`src/pin_share_pkg.sv`:
```
// Constants and carrier types for the port pin-sharing block
// Summary of operation
// - Ports one to three each have eight bidirectional pins under software control.
// - Every pin except port four bit 3 picks port use or its special function on its own.
// - Port one bits 0-3 carry capture/compare 0-3; bit 4 timer A clock.
// - Port one bit 5 timer A direction, bit 6 timer B clock, bit 7 direction.
// - Port two bits 0-4: serial tx, serial rx, irq 0, bus request, irq 1.
// - Port two bit 5 hold request, bit 6 hold acknowledge, bit 7 clock output.
// - Port three bits 0-5 carry the six active-low chip selects.
// - Port three bit 6 carries external irq 2, bit 7 external irq 3.
// - Port four is a four-bit bidirectional high-drive port.
// - Port four bits 0-2 carry pulse-width outputs 0-2.
// - Port four bit 3 has no special function; always a plain port pin.
// - Isolation input is sampled at reset release and held; high means isolated.
// - Isolation floats every pin except ready, reset, isolation and nonmaskable inputs.
// - Isolation ends only when reset is driven low again.
// - With bus-hold enabled, port two bits 5-6 are hold pins; config changes ignored.
package pin_share_pkg;
	localparam int P8_W = 8;
	localparam int P4_W = 4;
	localparam logic [7:0] P2_SF_DRIVE = 8'hc9;
	localparam logic [7:0] P3_SF_DRIVE = 8'h3f;
	localparam logic [3:0] P4_SF_DRIVE = 4'h7;
	localparam logic [3:0] P4_SF_AVAIL = 4'h7;
	localparam int P2_HOLD_LO = 5;
	localparam int P2_HOLD_HI = 6;
	localparam logic ISO_RESET = 1'b0;

	typedef struct packed {
		logic [P8_W-1:0] data;
		logic [P8_W-1:0] dir;
		logic [P8_W-1:0] sel;
	} portCfg_t;

	typedef struct packed {
		logic [P4_W-1:0] data;
		logic [P4_W-1:0] dir;
		logic [P4_W-1:0] sel;
	} portCfg4_t;

	typedef struct packed {
		logic [P8_W-1:0] portOnePins;
		logic [P8_W-1:0] portTwoPins;
		logic [P8_W-1:0] portThreePins;
		logic [P4_W-1:0] portFourPins;
	} padBus_t;

	typedef struct packed {
		logic [3:0] captureCompareOut;
		logic [3:0] captureCompareOe;
		logic serialTx;
		logic busRequestN;
		logic holdAcknowledgeN;
		logic clockOutput;
		logic [5:0] chipSelectN;
		logic [2:0] pulseWidthOut;
	} sfOut_t;

	typedef struct packed {
		logic [3:0] captureCompareIn;
		logic timerAClockIn;
		logic timerADirectionIn;
		logic timerBClockIn;
		logic timerBDirectionIn;
		logic serialRx;
		logic [3:0] extIrq;
		logic holdRequestN;
	} sfIn_t;

	typedef struct packed {
		logic isolated;
		logic releaseSeen;
		logic [1:0] holdSel;
		logic [1:0] holdDir;
		logic [1:0] holdData;
		padBus_t padOut;
		padBus_t padOe;
		padBus_t portRead;
		sfIn_t sfIn;
	} state_t;
endpackage

```
`src/port_pin_sharing_and_isolation.sv`:
```
// Pin multiplexer for ports one to four with isolation mode
module port_pin_sharing_and_isolation
	import pin_share_pkg::*;
(
	input wire logic clk,
	input wire logic reset_n,
	input wire logic clkEn,
	input wire logic isolationModeInput,
	input wire logic busHoldProtocolEnable,
	input wire portCfg_t cfgOne,
	input wire portCfg_t cfgTwo,
	input wire portCfg_t cfgThree,
	input wire portCfg4_t cfgFour,
	input wire sfOut_t sfOut,
	input wire padBus_t padIn,
	output padBus_t padOut,
	output padBus_t padOe,
	output padBus_t portRead,
	output sfIn_t sfIn
);
	state_t st_r;
	state_t st_nxt;
	portCfg_t effTwo;
	logic [7:0] sf1o;
	logic [7:0] sf1e;
	logic [7:0] sf2o;
	logic [7:0] sf3o;
	logic [3:0] sf4o;
	logic [3:0] sel4;

	always_comb
	begin
		st_nxt = st_r;
		// First enabled cycle after release catches the isolation strap
		if (!st_r.releaseSeen)
		begin
			st_nxt.isolated = isolationModeInput;
			st_nxt.releaseSeen = 1'b1;
		end
		// Hold pins keep their last configuration while the protocol owns them
		if (!busHoldProtocolEnable)
		begin
			st_nxt.holdSel = cfgTwo.sel[P2_HOLD_HI:P2_HOLD_LO];
			st_nxt.holdDir = cfgTwo.dir[P2_HOLD_HI:P2_HOLD_LO];
			st_nxt.holdData = cfgTwo.data[P2_HOLD_HI:P2_HOLD_LO];
		end
		effTwo = cfgTwo;
		effTwo.sel[P2_HOLD_HI:P2_HOLD_LO] = busHoldProtocolEnable ? 2'b11 : st_nxt.holdSel;
		effTwo.dir[P2_HOLD_HI:P2_HOLD_LO] = st_nxt.holdDir;
		effTwo.data[P2_HOLD_HI:P2_HOLD_LO] = st_nxt.holdData;

		sf1o = {4'h0, sfOut.captureCompareOut};
		sf1e = {4'h0, sfOut.captureCompareOe};
		sf2o = {sfOut.clockOutput, sfOut.holdAcknowledgeN, 2'b00, sfOut.busRequestN,
			2'b00, sfOut.serialTx};
		sf3o = {2'b00, sfOut.chipSelectN};
		sf4o = {1'b0, sfOut.pulseWidthOut};
		sel4 = cfgFour.sel & P4_SF_AVAIL;

		// Per-pin selection between port and special function
		st_nxt.padOut.portOnePins = (cfgOne.sel & sf1o) | (~cfgOne.sel & cfgOne.data);
		st_nxt.padOe.portOnePins = (cfgOne.sel & sf1e) | (~cfgOne.sel & cfgOne.dir);
		st_nxt.padOut.portTwoPins = (effTwo.sel & sf2o) | (~effTwo.sel & effTwo.data);
		st_nxt.padOe.portTwoPins = (effTwo.sel & P2_SF_DRIVE) | (~effTwo.sel & effTwo.dir);
		st_nxt.padOut.portThreePins = (cfgThree.sel & sf3o) | (~cfgThree.sel & cfgThree.data);
		st_nxt.padOe.portThreePins = (cfgThree.sel & P3_SF_DRIVE) | (~cfgThree.sel & cfgThree.dir);
		st_nxt.padOut.portFourPins = (sel4 & sf4o) | (~sel4 & cfgFour.data);
		st_nxt.padOe.portFourPins = (sel4 & P4_SF_DRIVE) | (~sel4 & cfgFour.dir);
		if (st_nxt.isolated)
			st_nxt.padOe = '0;

		// Pad input reaches both the port and the peripherals
		st_nxt.portRead = padIn;
		st_nxt.sfIn.captureCompareIn = padIn.portOnePins[3:0];
		st_nxt.sfIn.timerAClockIn = padIn.portOnePins[4];
		st_nxt.sfIn.timerADirectionIn = padIn.portOnePins[5];
		st_nxt.sfIn.timerBClockIn = padIn.portOnePins[6];
		st_nxt.sfIn.timerBDirectionIn = padIn.portOnePins[7];
		st_nxt.sfIn.serialRx = padIn.portTwoPins[1];
		st_nxt.sfIn.extIrq = {padIn.portThreePins[7:6], padIn.portTwoPins[4],
			padIn.portTwoPins[2]};
		st_nxt.sfIn.holdRequestN = padIn.portTwoPins[5];

		if (!clkEn)
			st_nxt = st_r;
	end

	always_ff @(posedge clk)
	begin
		if (!reset_n)
		begin
			st_r <= '0;
			st_r.isolated <= ISO_RESET;
		end
		else
			st_r <= st_nxt;
	end

	assign padOut = st_r.padOut;
	assign padOe = st_r.padOe;
	assign portRead = st_r.portRead;
	assign sfIn = st_r.sfIn;
endmodule

```
`config.mk`:
```
export PLATFORM = sky130hd
export DESIGN_NAME = port_pin_sharing_and_isolation
export DESIGN_NICKNAME = d
export VERILOG_FILES = /design/src/pin_share_pkg.sv /design/src/port_pin_sharing_and_isolation.sv
export SDC_FILE = /design/constraint.sdc
export NUM_CORES = 1
export LEC_CHECK = 0
export ABC_CLOCK_PERIOD_IN_PS = 1600
export BUFFER_PORTS_ARGS = -buffer_cell sky130_fd_sc_hd__buf_4
export CAP_MARGIN = 10
export CORE_MARGIN = 8
export CORE_UTILIZATION = 44
export DETAILED_ROUTE_END_ITERATION = 8
export PLACE_DENSITY = 0.8
export SYNTH_ARGS = -nofsm -noshare
export SYNTH_HDL_FRONTEND = slang
export SYNTH_SLANG_ARGS = --single-unit
```
`constraint.sdc`:
```
create_clock -name clk -period 1.6 [get_ports clk]
set_clock_uncertainty 0.1 [all_clocks]
set_input_delay 0.08 -clock clk [delete_from_list [all_inputs] [get_ports clk]]
set_output_delay 0.08 -clock clk [all_outputs]
set_load 0.01 [all_outputs]
```
==> out/metrics.yaml, run 1 <==
outcome:
  outcome: "complete, no violations"
yosys:
  synth_top_family_by_area: "buffers and inverters"
  synth_area_per_cell_um2: 9.60
  syn_nets: 569
  yosysSeqAreaShare_pct: 41.6
  async_reset_ff_share_pct: 0
  synth_xor_area_share_pct: 0
  synth_cells: 431
  ys_warn_count: 0
  synth_simple_gate_area_share_pct: 12.5
  ys.flop_type: "dfxtp_1"
  ys_ff_latch: 86
  synthesis.area_um2: 4140
  synth_edf_count: 0
  ys_types: 28
  synth_compound_area_share_pct: 11.6
  synth_fa_ha_area_share_pct: 0
  synthMuxAreaShare_pct: 12.3
final_layout:
  nets: 831
  final_core_util_pct: 73.3
  fin_area_um2: 6740
  drive_gt1_share_pct: 38.7
  area_growth_pct: 62.9
  fillerInstances: 627
  final_cells: 810
floorplanning:
  core_um2: 9200
  rows: 35
  die_height_um: 113
  ios: 236
  start_util_pct: 45.0
  fp.dieW_um: 113
  die_area_um2: 12800
place:
  dp_slack_ps: 102
  place_congestion: 0.788
  hpwl_um: 9290
  dp.cells: 663
  dpl_cell_area_um2: 5250
  io_buffers: 234
route:
  totalWireLength_um: 14700
  vias: 3875
  post_drt_wl_per_cell_um: 18.1
  vias_per_cell: 4.78
  drt_iter0_drc: 147
  firstDrtPassIters: 4
  ant_nets: 0
  drc: 0
global_routing:
  grt_pass1_wl_um: 22700
  grt_usage_pct: 22.6
  gr-total-overflow: 0
  grt_pass1_vias: 4305
  antenna_found_initial: 1
  grt_max_degree: 37
pwr:
  seqPwrFrac_pct: 47.1
  power_density_nw_per_um2: 738
  ir_drop_mv: 0.386
  total_power_mw: 4.97
  power.share.clock_pct: 28.3
  combPwrFrac_pct: 24.6
  p_switching_mw: 1.33
  internal-power_mw: 3.64
  leakage_nw: 3.34
  swShare_pct: 26.8
job:
  drv_cap: 0
timing:
  post-route-period-util_pct: 98.1
  setup_viol: 0
  post-route-min-period_ps: 1570
  setup_slack_ps: 30.0
  maxSlewViolCount: 0
  rsz0062_at_grt: "false"
  fmax_mhz: 637
  holdWs_ps: 15.4
  worst_slew_pin_slew_ps: 313
  fin_tns_setup_ps: 0
  maxSlewHeadroom_pct: 78.5
  hold_viol_final: 0
clock_network:
  post_cts_buffers: 0
  path_clk_slew_ps: 90
  cts_tree: "yes"
  clock_path_buffers: 2
  numCtsBuffers: 9
  clockRootBuffer: "clkbuf_8"
  clk_latency_ps: 340
  cts.sinks: 86
  htree_levels: 3
worst_setup_path:
  critPathKind: "input port to flip-flop"
  critPathLaunch: "cfgThree[17]"
  worst_setup_path_end_kind: "flip-flop"
  arrival_ps: 1720
  crit_fanout: 1
  r2r-start: "st_r[104]$_SDFFE_PN0P_"
  start_kind: "input port"
  crit_required_ps: 1750
hold_path:
  min_from: "cfgTwo[2]"
  hp-class: "input port to flip-flop"
critical path, cell delays in order:
cell and delay, ps:
dlygate4sd3_1 560, buf_4 140, mux2i_1 150, dlygate4sd3_1 600, nand2_1 60, o211a_1 120
layer usage:
layer  vias to the layer above  share of wire [%]  wire (um)  track usage [%]
li1                       1859                  -          -                -
met1                      1829                 34       5030             21.5
met2                       147                 56       8240             44.0
met3                        40                5.4        798             5.38
met4                         0                3.9        578             11.4
met5                         -                  0          0                0
registers in the layout, summed over array words and instances (netlist names):
signal,cells
padOe,28
padOut,28
portRead,23
sfIn,5
st_r,2
path summary, 6_finish.rpt:
path | end | slack (ps) | cells past startpoint
min reg2reg | padOe[22]$_SDFFE_PN0P_ | 360 | 2
max reg2reg | padOe[2]$_SDFFE_PN0P_ | 170 | 4
max | padOut[5]$_SDFFE_PN0P_ | 30 | 6
min | padOe[14]$_SDFFE_PN0P_ | 20 | 3
timing repair:
action,in CTS,in global routing
setup endpoints to repair,0,5
hold endpoints to repair,84,0
hold buffers,130,0
gates resized for setup,0,2
placed cells by master, fill, tap and decap left out, types with 2 or more instances in the layout:
cell type and count:
buf_4 241, dlygate4sd3_1 130, dfxtp_1 86, mux2i_1 51
nand2_1 37, nor2b_1 29, o211a_1 17, nor2_1 13
inv_1 12, clkbuf_8 10, a32o_1 9, nand2b_1 8
a21boi_0 8, o21ai_2 8, o21ai_0 8, nand3_1 6
o22ai_1 3, and2_1 3, clkinvlp_4 3, nor2b_2 2
o21ai_1 2
kinds of logic after synthesis:
family / count (synthesis)
simple gates: 103
buf+inv: 133
compound gates: 58
flops: 86
mux: 51
cells in the mapped netlist, types with 6 or more instances:
library cell	number	area share, %
a21boi_0	8	1.5
nand3_1	6	0.73
dfxtp_1	86	42
nor2b_1	31	4.7
mux2i_1	51	12
nor2_1	13	1.2
inv_1	12	1.1
clkbuf_1	6	0.54
o21ai_0	8	0.97
buf_2	13	1.6
nand2_1	37	3.4
o211a_1	17	4.1
a32o_1	9	2.2
buf_4	100	18
nand2b_1	8	1.2
o21ai_2	8	1.7
cell type report:
type	instances	area (um2)	share of cell area [%]
Timing Repair Buffer	372	3130	46.5
Sequential cell	86	1720	25.6
Multi-Input combinational cell	212	1520	22.5
Tap cell	111	139	2.06
Clock buffer	10	138	2.04
Clock inverter	6	45.0	0.669
Inverter	12	45.0	0.669
Antenna cell	1	2.50	0.0371
power by group through the flow:
stage          clock (mW)  combinational (mW)  sequential, mW
5_1_grt              1.54                1.30            2.35
3_5_place_dp            0               0.929            2.38
4_1_cts              1.45                1.20            2.34
2_1_floorplan           0               0.561            2.37
3_3_place_gp            0               0.909            2.38
6_report             1.41                1.22            2.34
No activity file was read; power rests on OpenSTA's default activity.
==> inputs of run 2 (changes only) <==
--- a/config.mk
+++ b/config.mk
@@ -5,13 +5,14 @@
 export SDC_FILE = /design/constraint.sdc
 export NUM_CORES = 1
 export LEC_CHECK = 0
+export ABC_AREA = 1
 export ABC_CLOCK_PERIOD_IN_PS = 1600
 export BUFFER_PORTS_ARGS = -buffer_cell sky130_fd_sc_hd__buf_4
 export CAP_MARGIN = 10
 export CORE_MARGIN = 8
-export CORE_UTILIZATION = 44
+export CORE_UTILIZATION = 45
 export DETAILED_ROUTE_END_ITERATION = 8
-export PLACE_DENSITY = 0.8
+export PLACE_DENSITY = 0.81
 export SYNTH_ARGS = -nofsm -noshare
 export SYNTH_HDL_FRONTEND = slang
 export SYNTH_SLANG_ARGS = --single-unit
==> out/metrics.yaml, run 2 <==
outcome:
  outcome: "complete, no violations"
route:
  wl_met3_um: 1090  # +37%
  drc: 0  # unchanged
  drt_iter0_drc: 293  # +99%
  m1WireLength_um: 5540  # +10%
  firstDrtPassIters: 5  # +1
  vias_per_cell: 4.79  # about the same
  dr_wl_met2_um: 8860  # +7.5%
  top_layer: "met4"
  post_drt_wl_per_cell_um: 16.5  # -8.9%
  vias: 4719  # +22%
  ant_nets: 0  # unchanged
  totalWireLength_um: 16200  # +11%
global_routing:
  antenna_found_initial: 1  # unchanged
  gr-total-overflow: 0  # unchanged
  grt_pass1_wl_um: 25600  # +13%
  grt_pass1_vias: 5093  # +18%
  grt_usage_pct: 24.7  # +2.2 points
  grt_max_degree: 31  # -16%
timing:
  worst_slew_pin_slew_ps: 325  # +11.8 ps
  rsz0062_at_grt: "false"
  fmax_mhz: 634  # -0.47%
  hold_viol_final: 0  # unchanged
  post-route-min-period_ps: 1580  # +7.39 ps
  maxSlewViolCount: 0  # unchanged
  maxSlewHeadroom_pct: 78.3  # -0.19 points
  setup_viol: 0  # unchanged
  fin_tns_setup_ps: 0  # unchanged
  holdWs_ps: 10.2  # -5.15 ps
  post-route-period-util_pct: 98.6  # +0.46 points
clock_network:
  clockRootBuffer: "clkbuf_8"
  cts.sinks: 87  # +1.2%
  cts_tree: "yes"
  clock_path_buffers: 2  # unchanged
  numCtsBuffers: 9  # unchanged
  clk_latency_ps: 340  # about the same
  htree_levels: 3  # unchanged
  path_clk_slew_ps: 90  # about the same
floorplanning:
  die_height_um: 114  # +1.2%
  ios: 236  # unchanged
  core_um2: 9590  # +4.3%
  die_area_um2: 13100  # +2.3%
  start_util_pct: 45.3  # +0.31 points
  rows: 36  # +2.9%
  fp.dieW_um: 114  # +1.2%
worst_setup_path:
  crit_fanout: 1  # unchanged
  arrival_ps: 1710  # about the same
  crit_required_ps: 1730  # -20 ps
  r2r-start: "portRead[25]$_SDFFE_PN0P_"
  r2r.worst_path.cells: 3  # -1
  r2r_slack_ps: 230  # +60 ps
  worst_setup_path_end_kind: "flip-flop"
  start_kind: "input port"
  critPathKind: "input port to flip-flop"
  r2r_end: "portRead[25]$_SDFFE_PN0P_"
yosys:
  synth_top_area_share_pct: 40.1  # -1.5 points
  synthTopCellsByCount: "nand2_1, buf_4, dfxtp_1"
  synthesis.area_um2: 4350  # +5.1%
  ys_warn_count: 0  # unchanged
  syn_nets: 731  # +28%
  ys.flop_type: "dfxtp_1"
  yosysTopAreaCell: "dfxtp_1"
  yosysSeqAreaShare_pct: 40.1  # -1.5 points
  synth_cells: 593  # +38%
  synth_area_leaders: "dfxtp_1, buf_4, nand2_1"
  synth_most_common_cell: "nand2_1"
  synth_edf_count: 0  # unchanged
  ys_types: 23  # -18%
  async_reset_ff_share_pct: 0  # unchanged
  ys_ff_latch: 87  # +1.2%
  synth_area_per_cell_um2: 7.33  # -24%
place:
  dpl_cell_area_um2: 5420  # +3.3%
  io_buffers: 234  # unchanged
  hpwl_um: 10200  # +9.5%
  place_congestion: 0.826  # +4.8%
hold_path:
  holdPathStages: 4  # +1
  min_from: "cfgThree[0]"
  hp-class: "input port to flip-flop"
  hold_end: "padOe[4]$_SDFFE_PN0P_"
job:
  drv_cap: 0  # unchanged
final_layout:
  final_common_cell: "buf_4"
  final_core_util_pct: 72.1  # -1.1 points
  nets: 984  # +18%
  fin_area_um2: 6920  # +2.7%
  area_growth_pct: 59.3
  drive_gt1_share_pct: 33.0  # -5.7 points
  final_cell_mix: "buf_4, dlygate4sd3_1, nand2_1, dfxtp_1, nor2_1"
pwr:
  power_density_nw_per_um2: 799  # +8.3%
  ir_drop_mv: 0.455  # +18%
  total_power_mw: 5.53  # +11%
  leakage_nw: 3.43  # +2.7%
-- run 2: cells by family after synthesis --
kind of cell | after synthesis | share of synthesized area, %
DFF | 87 | 40.1
and+or+nand+nor | 239 | 22.7
AOI/OAI and AO/OA | 90 | 11.4
buffers and inverters | 177 | 25.9
-- run 2: through the flow --
step           setup WS [ps]  cells
6_report                22.6    986
5_1_grt                 14.9    985
4_1_cts                 48.9    990
3_5_place_dp             340    843
3_3_place_gp             374    843
2_1_floorplan            520    593
-- run 2: report_power, final --
group / leakage, nW / total, mW / switching, mW / internal, mW
Combinational: 2.59 / 1.29 / 0.554 / 0.737
Sequential: 0.718 / 2.38 / 0.0806 / 2.30
Clock: 0.120 / 1.86 / 0.817 / 1.04
-- run 2: repair_timing --
action | CTS | global route
endpoints found under the hold margin | 80 | 0
resized for setup | 0 | 0
setup endpoints to repair | 0 | 6
hold buffers | 131 | 0
setup buffers | 0 | 0
-- run 2: cell type report --
type                    count  area, um2
diodes                      2       5.00
clock buffers               9        124
clock inverters             7        120
fillers                   679       2670
inverters                  51        196
multi-input cells         329       1480
flip-flops and latches     87       1740
well taps                 133        166
repair buffers            368       3090
-- run 2: critical path, cell delays in order --
cell and delay, ps:
dlygate4sd3_1 540, buf_4 140, nand2_1 70, nand3_1 80
dlygate4sd3_1 590, o211ai_1 130, inv_1 80
-- run 2: how the worst max path moves through the flow --
stage / start / endpoint / slack, ps / cells after the start
global placement: clkEn / st_r[105]$_SDFFE_PN0P_ / 370 / 5
global route: cfgFour[5] / padOe[1]$_SDFFE_PN0P_ / 10 / 6
detailed placement: st_r[104]$_SDFFE_PN0P_ / padOe[19]$_SDFFE_PN0P_ / 340 / 7
finish: cfgTwo[19] / padOut[15]$_SDFFE_PN0P_ / 20 / 7
CTS: cfgThree[10] / padOe[6]$_SDFFE_PN0P_ / 50 / 6
floorplan: st_r[104]$_SDFFE_PN0P_ / padOe[4]$_SDFFE_PN0P_ / 520 / 7
-- run 2: routing by layer --
layer | up-vias | track usage, %
li1 | 2246 | -
met1 | 2185 | 23.8
met2 | 226 | 46.6
met3 | 62 | 6.65
met4 | 0 | 14.0
met5 | - | 0
==> inputs of run 3 (changes only) <==
--- a/config.mk
+++ b/config.mk
@@ -6,13 +6,12 @@
 export NUM_CORES = 1
 export LEC_CHECK = 0
 export ABC_AREA = 1
-export ABC_CLOCK_PERIOD_IN_PS = 1600
-export BUFFER_PORTS_ARGS = -buffer_cell sky130_fd_sc_hd__buf_4
 export CAP_MARGIN = 10
 export CORE_MARGIN = 8
-export CORE_UTILIZATION = 45
+export CORE_UTILIZATION = 50
 export DETAILED_ROUTE_END_ITERATION = 8
-export PLACE_DENSITY = 0.81
+export DONT_BUFFER_PORTS = 1
+export PLACE_DENSITY = 0.65
 export SYNTH_ARGS = -nofsm -noshare
 export SYNTH_HDL_FRONTEND = slang
 export SYNTH_SLANG_ARGS = --single-unit
==> constraint.sdc (replaced) <==
create_clock -name clk -period 2 [get_ports clk]
set_clock_uncertainty 0.1 [all_clocks]
set_input_delay 0.1 -clock clk [delete_from_list [all_inputs] [get_ports clk]]
set_output_delay 0.1 -clock clk [all_outputs]
set_load 0.01 [all_outputs]
==> out/metrics.yaml, run 3 <==
outcome:
  outcome: "stopped before the end"
  haltStage: "clock tree synthesis (4_1_cts)"
  tool.error: "[ERROR RSZ-0060] Max buffer count reached."
yosys:
  synth_simple_gate_area_share_pct: 22.7  # unchanged
  synth_edf_count: 0  # unchanged
  ys_ff_latch: 87  # unchanged
  syn_nets: 731  # unchanged
  synth_area_per_cell_um2: 7.33  # unchanged
  synthesis.area_um2: 4350  # unchanged
  synth_top_family_by_area: "buffers and inverters"
  yosysTopAreaCell: "dfxtp_1"
  ys.flop_type: "dfxtp_1"
  ys_types: 23  # unchanged
  synth_top_area_share_pct: 40.1  # unchanged
  synth_most_common_cell: "nand2_1"
  synth_compound_area_share_pct: 11.4  # unchanged
  yosysSeqAreaShare_pct: 40.1  # unchanged
  synth_xor_area_share_pct: 0  # unchanged
  synth_fa_ha_area_share_pct: 0  # unchanged
  synth_area_leaders: "dfxtp_1, buf_4, nand2_1"
  synth_cells: 593  # unchanged
  synthMuxAreaShare_pct: 0  # unchanged
  ys_warn_count: 0  # unchanged
  synthTopCellsByCount: "nand2_1, buf_4, dfxtp_1"
  async_reset_ff_share_pct: 0  # unchanged
floorplanning:
  die_height_um: 109  # -4.4%
  rows: 34  # -5.6%
  fp.dieW_um: 109  # -4.4%
  start_util_pct: 50.6  # +5.3 points
  ios: 236  # unchanged
clock_network:
  clockRootBuffer: "clkbuf_8"
  cts_resized: 0  # unchanged
  post_cts_buffers: 0  # unchanged
  numCtsBuffers: 9  # unchanged
  cts.sinks: 87  # unchanged
  clock_path_buffers: 2  # unchanged
  htree_levels: 3  # unchanged
  postCtsHoldBufs: 120  # -8.4%
place:
  dpl_cell_area_um2: 3590  # -34%
  io_buffers: 0  # -100%
  place_congestion: 0.745  # -9.8%
  hpwl_um: 7400  # -27%
==> run 3: cell counts after synthesis <==
No cell type changed its count.
==> run 3: stage by stage <==
stage | hold WS, ps | instances | utilization [%] | setup WS [ps]
floorplan | 135 | 593 | - | 920
global placement | 138 | 578 | 41.7 | 720
detailed placement | 144 | 578 | 41.7 | 705
==> run 3: cells by family after synthesis <==
| kind of cell | count (synthesis) |
|---|---|
| and+or+nand+nor | 239 |
| AOI/OAI and AO/OA | 90 |
| buffers and inverters | 177 |
| DFF | 87 |
==> inputs of run 4 (changes only) <==
--- a/config.mk
+++ b/config.mk
@@ -8,10 +8,10 @@
 export ABC_AREA = 1
 export CAP_MARGIN = 10
 export CORE_MARGIN = 8
-export CORE_UTILIZATION = 50
+export CORE_UTILIZATION = 35
 export DETAILED_ROUTE_END_ITERATION = 8
 export DONT_BUFFER_PORTS = 1
-export PLACE_DENSITY = 0.65
+export PLACE_DENSITY_LB_ADDON = 0.15
 export SYNTH_ARGS = -nofsm -noshare
 export SYNTH_HDL_FRONTEND = slang
 export SYNTH_SLANG_ARGS = --single-unit
==> out/metrics.yaml, run 4 <==
yosys:
  syn_nets: 731  # unchanged
  synth_area_leaders: "dfxtp_1, buf_4, nand2_1"
  synth_area_per_cell_um2: 7.33  # unchanged
  synth_top_area_share_pct: 40.1  # unchanged
  synthesis.area_um2: 4350  # unchanged
  ys_ff_latch: 87  # unchanged
  yosysSeqAreaShare_pct: 40.1  # unchanged
  synthTopCellsByCount: "nand2_1, buf_4, dfxtp_1"
  ys.flop_type: "dfxtp_1"
  synth_cells: 593  # unchanged
  ys_types: 23  # unchanged
  async_reset_ff_share_pct: 0  # unchanged
  synth_most_common_cell: "nand2_1"
  synth_edf_count: 0  # unchanged
  ys_warn_count: 0  # unchanged
  yosysTopAreaCell: "dfxtp_1"
clock_network:
  post_cts_buffers: 0  # unchanged
  cts.sinks: 87  # unchanged
  clockRootBuffer: "clkbuf_16"
  cts_resized: 0  # unchanged
  htree_levels: 3  # unchanged
  clock_path_buffers: 2  # unchanged
  postCtsHoldBufs: 131  # +9.2%
  numCtsBuffers: 9  # unchanged
floorplanning:
  ios: 236  # unchanged
  die_height_um: 127  # +17%
  start_util_pct: 36.0  # -15 points
  rows: 40  # +18%
  fp.dieW_um: 127  # +17%
place:
  place_congestion: 0.752  # +1.1%
  dpl_cell_area_um2: 3650  # +1.7%
  hpwl_um: 8190  # +11%
  io_buffers: 0  # unchanged
outcome:
  tool.error: "[ERROR RSZ-0060] Max buffer count reached."
  haltStage: "clock tree synthesis (4_1_cts)"
  outcome: "stopped before the end"
run 4: cell families after synthesis:
kind of cell           after synthesis  synth area share (%)
AOI/OAI and AO/OA                   90                  11.4
buffers and inverters              177                  25.9
DFF                                 87                  40.1
and+or+nand+nor                    239                  22.7
run 4: stage by stage:
| step | instances | worst slack, ps | utilization (%) | hold WS [ps] |
|---|---|---|---|---|
| after global placement | 638 | 700 | 30.3 | 137 |
| after floorplan | 593 | 920 | - | 135 |
| after detailed placement | 638 | 681 | 30.3 | 145 |
